[config.mk]
export PLATFORM = sky130hd
export DESIGN_NAME = flow_baud_channel
export DESIGN_NICKNAME = d
export VERILOG_FILES = /design/src/verilog/flow_baud_pkg.sv /design/src/verilog/flow_baud_channel.sv /design/src/verilog/sync_fifo.sv /design/src/verilog/baud_divider.sv
export SDC_FILE = /design/constraint.sdc
export NUM_CORES = 1
export LEC_CHECK = 0
export BUFFER_PORTS_ARGS = -buffer_cell sky130_fd_sc_hd__clkbuf_2
export CAP_MARGIN = 20
export CORE_ASPECT_RATIO = 0.75
export CORE_UTILIZATION = 40
export DETAILED_ROUTE_END_ITERATION = 10
export PLACE_DENSITY_LB_ADDON = 0.3
export SYNTH_ARGS = -nofsm -noshare
export SYNTH_HDL_FRONTEND = slang
export SYNTH_SLANG_ARGS = --single-unit
[constraint.sdc]
create_clock -name mclk -period 5.4 [get_ports mclk]
set_input_delay 0.27 -clock mclk [delete_from_list [all_inputs] [get_ports mclk]]
set_output_delay 0.27 -clock mclk [all_outputs]
set_load 0.02 [all_outputs]
[src/verilog/flow_baud_pkg.sv]
// constants, register map and field layout for the flow and baud block
package flow_baud_pkg;
	// register offsets on the plain register port
	localparam logic [3:0] ADDR_MODE = 4'h0;
	localparam logic [3:0] ADDR_TIMER = 4'h1;
	localparam logic [3:0] ADDR_RXFC = 4'h2;
	localparam logic [3:0] ADDR_CFG4 = 4'h3;
	localparam logic [3:0] ADDR_CFG0 = 4'h4;
	localparam logic [3:0] ADDR_BAUD_LO = 4'h5;
	localparam logic [3:0] ADDR_BAUD_HI = 4'h6;
	localparam logic [3:0] ADDR_XON = 4'h7;
	localparam logic [3:0] ADDR_XOFF = 4'h8;
	localparam logic [3:0] ADDR_RXDATA = 4'h9;
	localparam logic [3:0] ADDR_STATUS = 4'ha;
	// async_mode_control fields
	localparam int MODE_FLOW_LINE = 6;
	localparam int MODE_IGNORE_CTS = 5;
	localparam int MODE_INBAND = 4;
	localparam int MODE_RX_ACTIVE = 3;
	localparam int MODE_FORCE = 2;
	localparam int MODE_RES_SEL = 1;
	localparam int MODE_LOOP = 0;
	// rx_fifo_control, channel_config_four, channel_config_zero fields
	localparam int RFC_DROP = 5;
	localparam int CFG4_QUARTER = 7;
	localparam int CFG4_ENHANCED = 6;
	localparam int CFG0_MCE = 7;
	localparam int CFG0_PROTO_LSB = 0;
	localparam int PROTO_W = 2;
	localparam logic [PROTO_W-1:0] PROTO_ASYNC = 2'h1;
	localparam int BAUD_HI_W = 2;
	// timer_setting fields
	localparam int TIMER_VALUE_LSB = 0;
	localparam int TIMER_VALUE_W = 5;
	localparam int TIMER_W = 21;
	// reset values
	localparam logic [7:0] REG_RESET = 8'h00;
	localparam logic [7:0] XON_RESET = 8'h11;
	localparam logic [7:0] XOFF_RESET = 8'h13;
	// receive buffering
	localparam int FIFO_AW = 5;
	localparam int FIFO_DEPTH = 32;
	localparam logic [FIFO_AW:0] SHADOW_THRESH = 6'h1c;
	// clock quarter and baud divider
	localparam logic [1:0] QUARTER_LAST = 2'h3;
	localparam logic [3:0] STD_EXP = 4'h1;
	localparam int BAUD_N_W = 6;
	localparam int BAUD_POST_W = 15;
	// owner of the request line
	typedef enum {RTS_TX_AUTO, RTS_RX_FLOW, RTS_FORCE} rts_mode_e;
endpackage

[src/verilog/flow_baud_channel.sv]
// async channel flow control, clock quarter, baud divider and timer
//
// Local design decisions: the register offsets and the plain strobed port.
`timescale 1ns/100ps
// Function
// - cts low or xon enables transmitter
// - ignore-cts runs transmitter, xon/xoff still gates
// - cts high stops transmitter by default
// - rts high at shadow level 28
// - rts low again when shadow empty
// - shadow moves to user fifo while user fifo has room
// - auto rts low while transmitting
// - force bit lets software set rts
// - drop bit discards received xon/xoff
// - flow features only in async mode
// - quarter bit divides core and timer clock
// - enhanced divisor forms two stages
// - timer quarter only with master clock
// - timer period factor times value plus one
// - standard divide by n plus one times two
// - enhanced divide n plus one times 2^m
// - timer clock follows transmit or crystal
module flow_baud_channel import flow_baud_pkg::*; #(
	parameter int RES_SLOW = 32768,
	parameter int RES_FAST = 512
) (
	input wire logic mclk,
	input wire logic reset_n,
	input wire logic [3:0] regAddr,
	input wire logic [7:0] regWrData,
	input wire logic regWrite,
	input wire logic regRead,
	output logic [7:0] regRdData,
	input wire logic ctsN,
	output logic rtsN,
	input wire logic txBusy,
	input wire logic txCharDone,
	output logic txEnable,
	input wire logic rxValid,
	input wire logic [7:0] rxByte,
	output logic rxEnable,
	output logic loopTest,
	output logic coreTick,
	output logic timerTick,
	output logic baudTick,
	output logic timerExpired
);
	// software registers
	logic [7:0] mode;
	logic [7:0] timerSetting;
	logic [7:0] rxFifoControl;
	logic [7:0] cfgFour;
	logic [7:0] cfgZero;
	logic [7:0] baudLow;
	logic [BAUD_HI_W-1:0] baudHigh;
	logic [7:0] xonChar;
	logic [7:0] xoffChar;
	// decoded controls
	logic asyncMode;
	logic inband;
	logic ignoreCts;
	logic flowLine;
	logic forceLine;
	logic quarter;
	logic masterClock;
	// transmit gating
	logic xonState;
	logic boundary;
	logic next_txEnable;
	// receive path
	logic isFlow;
	logic dropFlow;
	logic rxTake;
	logic shadowPush;
	logic moveNow;
	logic userPop;
	logic [7:0] shadowHead;
	logic [7:0] userHead;
	logic [FIFO_AW:0] shadowCount;
	logic [FIFO_AW:0] userCount;
	logic shadowEmpty;
	logic shadowFull;
	logic userEmpty;
	logic userFull;
	logic overflow;
	// request line
	rts_mode_e rtsMode;
	logic next_rtsN;
	// clocks and timer
	logic [1:0] quarterCnt;
	logic [TIMER_W-1:0] timerCount;
	logic [TIMER_W-1:0] target;
	logic timerRun;
	logic timerHit;
	logic timerDone;
	logic statusRead;

	// timer length in timer clocks
	function automatic logic [TIMER_W-1:0] timerTarget(input logic res,
			input logic [TIMER_VALUE_W-1:0] value);
		logic [TIMER_W-1:0] factor;
		factor = res ? TIMER_W'(RES_FAST) : TIMER_W'(RES_SLOW);
		return TIMER_W'(factor * ({16'h0000, value} + 21'h000001));
	endfunction

	// register writes
	always_ff @(posedge mclk or negedge reset_n) begin
		if (!reset_n) begin
			mode <= REG_RESET;
			timerSetting <= REG_RESET;
			rxFifoControl <= REG_RESET;
			cfgFour <= REG_RESET;
			cfgZero <= REG_RESET;
			baudLow <= REG_RESET;
			baudHigh <= '0;
			xonChar <= XON_RESET;
			xoffChar <= XOFF_RESET;
		end else if (regWrite) begin
			case (regAddr)
				ADDR_MODE: mode <= regWrData;
				ADDR_TIMER: timerSetting <= regWrData;
				ADDR_RXFC: rxFifoControl <= regWrData;
				ADDR_CFG4: cfgFour <= regWrData;
				ADDR_CFG0: cfgZero <= regWrData;
				ADDR_BAUD_LO: baudLow <= regWrData;
				ADDR_BAUD_HI: baudHigh <= regWrData[BAUD_HI_W-1:0];
				ADDR_XON: xonChar <= regWrData;
				ADDR_XOFF: xoffChar <= regWrData;
				default: ;
			endcase
		end
	end

	// flow bits only count in async mode
	assign asyncMode = (cfgZero[CFG0_PROTO_LSB +: PROTO_W] == PROTO_ASYNC);
	assign inband = asyncMode && mode[MODE_INBAND];
	assign ignoreCts = mode[MODE_IGNORE_CTS];
	assign flowLine = mode[MODE_FLOW_LINE];
	assign forceLine = mode[MODE_FORCE];
	assign quarter = cfgFour[CFG4_QUARTER];
	assign masterClock = cfgZero[CFG0_MCE];
	assign rxEnable = mode[MODE_RX_ACTIVE];
	assign loopTest = mode[MODE_LOOP];

	// in-band state follows received xon/xoff
	always_ff @(posedge mclk or negedge reset_n) begin
		if (!reset_n) begin
			xonState <= 1'b1;
		end else if (!inband) begin
			xonState <= 1'b1;
		end else if (rxTake && rxByte == xonChar) begin
			xonState <= 1'b1;
		end else if (rxTake && rxByte == xoffChar) begin
			xonState <= 1'b0;
		end
	end

	// transmitter permission from cts and in-band state
	always_comb begin
		if (!asyncMode) begin
			next_txEnable = 1'b1;
		end else if (!inband) begin
			next_txEnable = ignoreCts || !ctsN;
		end else if (ignoreCts) begin
			next_txEnable = xonState;
		end else begin
			next_txEnable = !ctsN || xonState;
		end
	end

	// permission only changes between characters
	assign boundary = !txBusy || txCharDone;
	always_ff @(posedge mclk or negedge reset_n) begin
		if (!reset_n) begin
			txEnable <= 1'b0;
		end else if (boundary) begin
			txEnable <= next_txEnable;
		end
	end

	// received byte classification
	assign rxTake = rxValid && rxEnable;
	assign isFlow = (rxByte == xonChar) || (rxByte == xoffChar);
	assign dropFlow = inband && rxFifoControl[RFC_DROP];
	assign shadowPush = rxTake && !(dropFlow && isFlow) && !shadowFull;
	assign moveNow = !shadowEmpty && !userFull;
	assign userPop = regRead && regAddr == ADDR_RXDATA && !userEmpty;

	// shadow stage behind the receiver
	sync_fifo shadowFifo (
		.mclk(mclk),
		.reset_n(reset_n),
		.push(shadowPush),
		.wrData(rxByte),
		.pop(moveNow),
		.rdData(shadowHead),
		.count(shadowCount),
		.empty(shadowEmpty),
		.full(shadowFull)
	);

	// software-visible receive fifo
	sync_fifo userFifo (
		.mclk(mclk),
		.reset_n(reset_n),
		.push(moveNow),
		.wrData(shadowHead),
		.pop(userPop),
		.rdData(userHead),
		.count(userCount),
		.empty(userEmpty),
		.full(userFull)
	);

	// who owns the request line
	always_comb begin
		if (!asyncMode) begin
			rtsMode = RTS_TX_AUTO;
		end else if (forceLine) begin
			rtsMode = RTS_FORCE;
		end else if (flowLine) begin
			rtsMode = RTS_RX_FLOW;
		end else begin
			rtsMode = RTS_TX_AUTO;
		end
	end

	// request line level
	always_comb begin
		next_rtsN = rtsN;
		unique case (rtsMode)
			RTS_TX_AUTO: next_rtsN = !txBusy;
			RTS_RX_FLOW: begin
				if (shadowCount >= SHADOW_THRESH) begin
					next_rtsN = 1'b1;
				end else if (shadowEmpty) begin
					next_rtsN = 1'b0;
				end
			end
			RTS_FORCE: next_rtsN = flowLine;
		endcase
	end

	always_ff @(posedge mclk or negedge reset_n) begin
		if (!reset_n) begin
			rtsN <= 1'b1;
		end else begin
			rtsN <= next_rtsN;
		end
	end

	// baud divider runs straight from the crystal
	baud_divider baudGen (
		.mclk(mclk),
		.reset_n(reset_n),
		.divisor({baudHigh, baudLow}),
		.enhanced(cfgFour[CFG4_ENHANCED]),
		.tick(baudTick)
	);

	// core and timer clock enables, quarter rate when selected and, for the timer, master clock enabled
	always_ff @(posedge mclk or negedge reset_n) begin
		if (!reset_n) begin
			quarterCnt <= 2'h0;
			coreTick <= 1'b0;
			timerTick <= 1'b0;
		end else begin
			quarterCnt <= quarterCnt + 2'h1;
			coreTick <= !quarter || quarterCnt == QUARTER_LAST;
			if (masterClock) begin
				timerTick <= !quarter || quarterCnt == QUARTER_LAST;
			end else begin
				timerTick <= baudTick;
			end
		end
	end

	// one-shot timer restarted by each timer_setting write
	assign target = timerTarget(mode[MODE_RES_SEL], timerSetting[TIMER_VALUE_LSB +: TIMER_VALUE_W]);
	assign timerHit = timerRun && timerTick && timerCount == target - 1'b1;
	always_ff @(posedge mclk or negedge reset_n) begin
		if (!reset_n) begin
			timerCount <= '0;
			timerRun <= 1'b0;
			timerExpired <= 1'b0;
		end else begin
			timerExpired <= timerHit;
			if (regWrite && regAddr == ADDR_TIMER) begin
				timerCount <= '0;
				timerRun <= 1'b1;
			end else if (timerHit) begin
				timerCount <= '0;
				timerRun <= 1'b0;
			end else if (timerRun && timerTick) begin
				timerCount <= timerCount + 1'b1;
			end
		end
	end

	// sticky status, a new event beats the read that clears it
	assign statusRead = regRead && regAddr == ADDR_STATUS;
	always_ff @(posedge mclk or negedge reset_n) begin
		if (!reset_n) begin
			timerDone <= 1'b0;
			overflow <= 1'b0;
		end else begin
			timerDone <= timerHit || (timerDone && !statusRead);
			overflow <= (rxTake && shadowFull && !(dropFlow && isFlow)) || (overflow && !statusRead);
		end
	end

	// read data, valid only in the cycle after the strobe
	always_ff @(posedge mclk or negedge reset_n) begin
		if (!reset_n) begin
			regRdData <= 8'h00;
		end else if (regRead) begin
			case (regAddr)
				ADDR_MODE: regRdData <= mode;
				ADDR_TIMER: regRdData <= timerSetting;
				ADDR_RXFC: regRdData <= rxFifoControl;
				ADDR_CFG4: regRdData <= cfgFour;
				ADDR_CFG0: regRdData <= cfgZero;
				ADDR_BAUD_LO: regRdData <= baudLow;
				ADDR_BAUD_HI: regRdData <= {6'h00, baudHigh};
				ADDR_XON: regRdData <= xonChar;
				ADDR_XOFF: regRdData <= xoffChar;
				ADDR_RXDATA: regRdData <= userEmpty ? 8'h00 : userHead;
				ADDR_STATUS: regRdData <= {overflow, timerDone, userEmpty, shadowEmpty,
					xonState, txEnable, ctsN, rtsN};
				default: regRdData <= 8'h00;
			endcase
		end else begin
			regRdData <= 8'h00;
		end
	end

	// checks
	AST_CTS_STOP: assert property (@(posedge mclk) disable iff (!reset_n)
		(boundary && asyncMode && !ignoreCts && !inband && ctsN) |=> !txEnable)
		else $error("transmitter not stopped by high cts");

	AST_IGNORE_CTS: assert property (@(posedge mclk) disable iff (!reset_n)
		(boundary && asyncMode && ignoreCts && inband && !xonState) |=> !txEnable)
		else $error("xoff did not gate transmitter with cts ignored");

	AST_XON_RUN: assert property (@(posedge mclk) disable iff (!reset_n)
		(boundary && inband && xonState) |=> txEnable)
		else $error("xon state did not enable transmitter");

	AST_MID_CHAR: assert property (@(posedge mclk) disable iff (!reset_n)
		(txBusy && !txCharDone) |=> $stable(txEnable))
		else $error("transmit permission changed inside a character");

	AST_RTS_FULL: assert property (@(posedge mclk) disable iff (!reset_n)
		(rtsMode == RTS_RX_FLOW && shadowCount >= SHADOW_THRESH) |=> rtsN)
		else $error("rts not raised at shadow threshold");

	AST_RTS_EMPTY: assert property (@(posedge mclk) disable iff (!reset_n)
		(rtsMode == RTS_RX_FLOW && shadowEmpty) |=> !rtsN)
		else $error("rts not lowered on empty shadow");

	AST_RTS_AUTO: assert property (@(posedge mclk) disable iff (!reset_n)
		(rtsMode == RTS_TX_AUTO && txBusy) |=> !rtsN)
		else $error("rts not low during transmission");

	AST_RTS_FORCE: assert property (@(posedge mclk) disable iff (!reset_n)
		(asyncMode && forceLine) |=> (rtsN == $past(flowLine)))
		else $error("forced rts level wrong");

	AST_MOVE: assert property (@(posedge mclk) disable iff (!reset_n)
		(!shadowEmpty && !userFull) |=> (userCount != $past(userCount)) || $past(userPop))
		else $error("shadow byte not moved while room exists");

	AST_DROP: assert property (@(posedge mclk) disable iff (!reset_n)
		(rxTake && dropFlow && isFlow) |=> shadowCount <= $past(shadowCount))
		else $error("flow character stored despite drop bit");

	AST_QUARTER: assert property (@(posedge mclk) disable iff (!reset_n)
		quarter ##1 (coreTick && quarter) ##1 quarter[*3] |-> !$past(coreTick) && !$past(coreTick, 2))
		else $error("core tick faster than one in four");

	AST_TIMER_LEN: assert property (@(posedge mclk) disable iff (!reset_n)
		timerExpired |-> ($past(timerCount) + 1'b1) == TIMER_W'(($past(mode[MODE_RES_SEL]) ? RES_FAST : RES_SLOW)
		* (int'($past(timerSetting[TIMER_VALUE_LSB +: TIMER_VALUE_W])) + 1)))
		else $error("timer expired at wrong count");
endmodule

[src/verilog/sync_fifo.sv]
// small first-in first-out memory with registered head word
`timescale 1ns/100ps
module sync_fifo import flow_baud_pkg::*; (
	input wire logic mclk,
	input wire logic reset_n,
	input wire logic push,
	input wire logic [7:0] wrData,
	input wire logic pop,
	output logic [7:0] rdData,
	output logic [FIFO_AW:0] count,
	output logic empty,
	output logic full
);
	logic [7:0] mem [FIFO_DEPTH];
	logic [FIFO_AW-1:0] wrPtr;
	logic [FIFO_AW-1:0] rdPtr;
	logic [FIFO_AW-1:0] next_rdPtr;

	assign empty = (count == '0);
	assign full = (count == (FIFO_AW+1)'(FIFO_DEPTH));
	assign next_rdPtr = pop ? rdPtr + 1'b1 : rdPtr;

	// storage, no reset needed
	always_ff @(posedge mclk) begin
		if (push) begin
			mem[wrPtr] <= wrData;
		end
	end

	// pointers and fill level
	always_ff @(posedge mclk or negedge reset_n) begin
		if (!reset_n) begin
			wrPtr <= '0;
			rdPtr <= '0;
			count <= '0;
		end else begin
			wrPtr <= push ? wrPtr + 1'b1 : wrPtr;
			rdPtr <= next_rdPtr;
			count <= count + (FIFO_AW+1)'(push) - (FIFO_AW+1)'(pop);
		end
	end

	// head word, bypassing a write into the new head slot
	always_ff @(posedge mclk or negedge reset_n) begin
		if (!reset_n) begin
			rdData <= 8'h00;
		end else if (push && wrPtr == next_rdPtr) begin
			rdData <= wrData;
		end else begin
			rdData <= mem[next_rdPtr];
		end
	end
endmodule

[src/verilog/baud_divider.sv]
// two-stage crystal divider producing one tick per baud clock
`timescale 1ns/100ps
module baud_divider import flow_baud_pkg::*; (
	input wire logic mclk,
	input wire logic reset_n,
	input wire logic [9:0] divisor,
	input wire logic enhanced,
	output logic tick
);
	logic [9:0] preCount;
	logic [BAUD_POST_W-1:0] postCount;
	logic [9:0] limit;
	logic [3:0] expo;
	logic [BAUD_POST_W-1:0] mask;
	logic preTick;

	// standard: (n+1)*2, enhanced: (n+1)*2^m
	assign limit = enhanced ? {4'h0, divisor[BAUD_N_W-1:0]} : divisor;
	assign expo = enhanced ? divisor[9:BAUD_N_W] : STD_EXP;
	assign mask = BAUD_POST_W'((16'h0001 << expo) - 16'h0001);
	assign preTick = (preCount >= limit);

	// first stage integer divide
	always_ff @(posedge mclk or negedge reset_n) begin
		if (!reset_n) begin
			preCount <= '0;
		end else begin
			preCount <= preTick ? '0 : preCount + 1'b1;
		end
	end

	// second stage power-of-two divide
	always_ff @(posedge mclk or negedge reset_n) begin
		if (!reset_n) begin
			postCount <= '0;
			tick <= 1'b0;
		end else begin
			postCount <= preTick ? postCount + 1'b1 : postCount;
			tick <= preTick && ((postCount & mask) == mask);
		end
	end
endmodule

==> run metrics <==
leakage=13.27 nW; Worst Skew=between 0.04 and 0.05 ns; Worst path max stage delay=about 0.48 ns; hold crit path type=in2reg; grt peak-use layer=met1; CP max FO=17; fraction of registers with async set or reset after synthesis=about a quarter; Total Die Area=82300 µm²; n_diodes=0; Post-synth top flop=edfxtp_1; port bufs=43; PD cells=554.1 nW/µm²; share of the synthesized area in the top cell type=roughly 47%; max cap viols=0; Syn Area/Cell=12.68 µm²; Std-Cell Core Area=about 80000 µm²; Starting DRT DRC Count=about 2800; cell accounting for the most synthesized area=edfxtp_1; sequential share of the synthesized area=around 60%; global routing usage on met2=30.49%; post-cts resize count=0; worst r2r src=timerSetting[0]$_DFFE_PN0P_; largest net degree at the start of global routing=111; Worst Path Required=5.95 ns; critical path data arrival time=between 4 and 5 ns; crit path max-delay cell type=dfrtp_1; most used cell, CP=ha_1; final period utilization=80.43%; initial antenna violation count=1; yosys warns=0; post-DP HPWL=roughly 56000 µm; Layout area overhead=12.09%; critical path class=reg2reg; die width=about 330 µm; Post-synth EDFFs=between 500 and 600; DRT Pass-1 Iters=8; Initial Utilization=a little over 40%; GRT Total Usage=a little over a fifth; CTS tree=built; GR Layer Usage met3=4.077%; global placement routability congestion=0.9100; CTS Hold Buffers Added=5; post-synth cell types=a little over 80; min-delay src=regWrData[3]; worst-margin pin slew=roughly 1.1 ns; power after layout=roughly 20 mW; Tmin final=between 4 and 5 ns; Critical Path Sink Type=register; Post-route DRC=0; crit path launch=timerSetting[0]$_DFFE_PN0P_; Final Setup Violations=0; IO Pins=44; H-Tree Depth=3; Top delay family on crit path=compound AO/OA/AOI/OAI gates; vias in the first global route=~22000; setup TNS=0 ns; CTS clock-pin slew for the worst setup and hold paths=0.06 ns; Longest Clk Path Bufs=3; Clock Latency Late Sink=roughly 0.64 ns; Routed WL=between 80000 and 90000 µm; first-pass GRT wire length=approximately 130000 µm; Num CTS Buffers=just over 70; post-CTS setup buffers=0; CP Cell Sequence=ha_1 -> nand3_1 -> xor2_1 -> nand2b_1 -> ha_1 -> ha_1 -> ha_1 -> a31o_2 -> a21o_1 -> a211oi_1 -> o21a_1 -> nor3_1 -> o2111ai_1 -> nand2_1 -> nor2_1; max-slew violations=0; WP buf/inv=0; Peak VDD IR=approximately 390 µV; vias=22010; outcome=finished, final reports clean; Final nets=2699; Mapped Nets=~2700; Final Hold Viols=0; Avg Vias per Cell=5.931; Max Freq=roughly 230 MHz; mapped cell area=between 30000 and 40000 µm²; mean routed wirelength per cell=around 23 µm; CTS Root Buffer Type=clkbuf_16; Worst Hold Slack=a little under 0.04 ns; leading post-synthesis cells by cell area=edfxtp_1, dfrtp_1, mux2i_1; Synth Instances=2560; gr ovfl total=0; RSZ-0062 raised after global routing=false; Clock Sinks=approximately 690; synthesized flop and latch total=692; filler instances=7154; layout cells sized above 1=a little over an eighth; FP Rows=90; Die H=248.7 µm; Slew Limit Headroom=approximately a quarter; DRT antenna net count=0; met1 Use GR=31.83%; CP startpoint kind=register
worst register-to-register path: stages (launching register included):
cell and delay (ns):
dfrtp_1 0.48, ha_1 0.25, nand3_1 0.13, xor2_1 0.17, nand2b_1 0.19, ha_1 0.31, ha_1 0.30, ha_1 0.34
a31o_2 0.28, a21o_1 0.20, a211oi_1 0.34, o21a_1 0.20, nor3_1 0.06, o2111ai_1 0.34, nand2_1 0.43, nor2_1 0.24
Yosys cell counts (all sizes together) (67+ instances only):
library cell	n
edfxtp	512
ha	74
o22ai	115
mux2	84
mux2i	124
dfrtp	173
clkbuf	72
a21oi	76
buf	67
inv	73
nand2	261
nor3	84
nor2	189
per-layer routing:
| layer | vias up | routed length [µm] |
|---|---|---|
| li1 | 9840 | - |
| met1 | 11100 | 39460 |
| met2 | 926 | 37510 |
| met3 | 146 | 7051 |
| met4 | 2 | 1900 |
| met5 | - | 13 |
power by group:
| part | switching (mW) | internal, mW | total, mW | leakage, nW |
|---|---|---|---|---|
| clock | 2.18 | 2.95 | 5.14 | 1.18 |
| combinational | 4.84 | 2.87 | 7.70 | 5.24 |
| sequential | 0.576 | 6.74 | 7.32 | 6.85 |
| total | 7.59 | 12.6 | 20.2 | 13.3 |
metrics by stage:
step	setup slack (ns)	area (µm²)	util, %	std cells
after floorplan	1.584	32460	-	2560
after global placement	1.227	33850	42.10	3572
after detailed placement	1.093	33850	42.10	3572
after CTS	1.053	36320	45.17	3708
after global routing	0.7572	36380	45.25	3711
final	1.057	36380	45.25	3711
cell type report:
type                    count  area (µm²)  area share, %
clock inverters            42       535.5          1.472
flip-flops and latches    692       19890          54.67
repair buffers            101       711.9          1.957
multi-input cells        1656       11770          32.34
well taps                1058        1324          3.638
inverters                  73       274.0         0.7531
clock buffers              89        1884          5.179
final timing paths:
path	endpoint	slack [ns]	depth (start not counted)
worst min-delay path	timerSetting[3]$_DFFE_PN0P_	0.04	3
min in group asynchronous	timerCount[5]$_DFFE_PN0P_	0.32	2
worst min register to register	quarterCnt[0]$_DFF_PN0_	0.42	1
max in group asynchronous	regRdData[5]$_DFF_PN0_	3.57	3
worst max-delay path	timerCount[19]$_DFFE_PN0P_	1.06	15
worst max register to register	timerCount[19]$_DFFE_PN0P_	1.06	15
placed cells by master (no fill, tap or decap), types with 8 or more instances in the layout:
master	n
nor3_1	80
o22ai_1	115
nand4_1	15
o21ai_0	45
clkbuf_2	42
a211oi_1	10
dfrtp_1	172
a22oi_1	47
a22o_1	8
mux4_2	23
buf_4	50
clkbuf_1	14
nor2_1	189
o211a_1	12
a31oi_1	18
xor2_1	54
and3_1	26
mux2i_1	123
clkinv_1	9
a21oi_1	74
clkinv_2	12
nand2_1	258
mux2_2	84
nor4_1	25
inv_1	66
a211o_1	12
clkbuf_16	71
edfxtp_1	512
nand2b_1	19
a2111oi_0	20
ha_1	74
xnor2_1	59
a21o_1	9
a221oi_1	52
nand3_1	58
bufinv_16	9
registers in the layout (all words and copies together) (netlist names), 10 cells and up:
| signal | flops |
|---|---|
| shadowFifo.mem | 256 |
| baudGen.postCount | 15 |
| timerCount | 21 |
| baudGen.preCount | 10 |
| userFifo.mem | 256 |
kinds of logic after synthesis:
| family | Yosys count | synth area share [%] |
|---|---|---|
| buf+inv | 212 | 2.714 |
| simple gates | 730 | 10.43 |
| xor+xnor | 118 | 3.253 |
| mux | 231 | 8.373 |
| flops | 692 | 61.27 |
| compound gates | 501 | 10.98 |
| fa+ha+maj | 76 | 2.976 |
(Power assumes the default switching activity.)
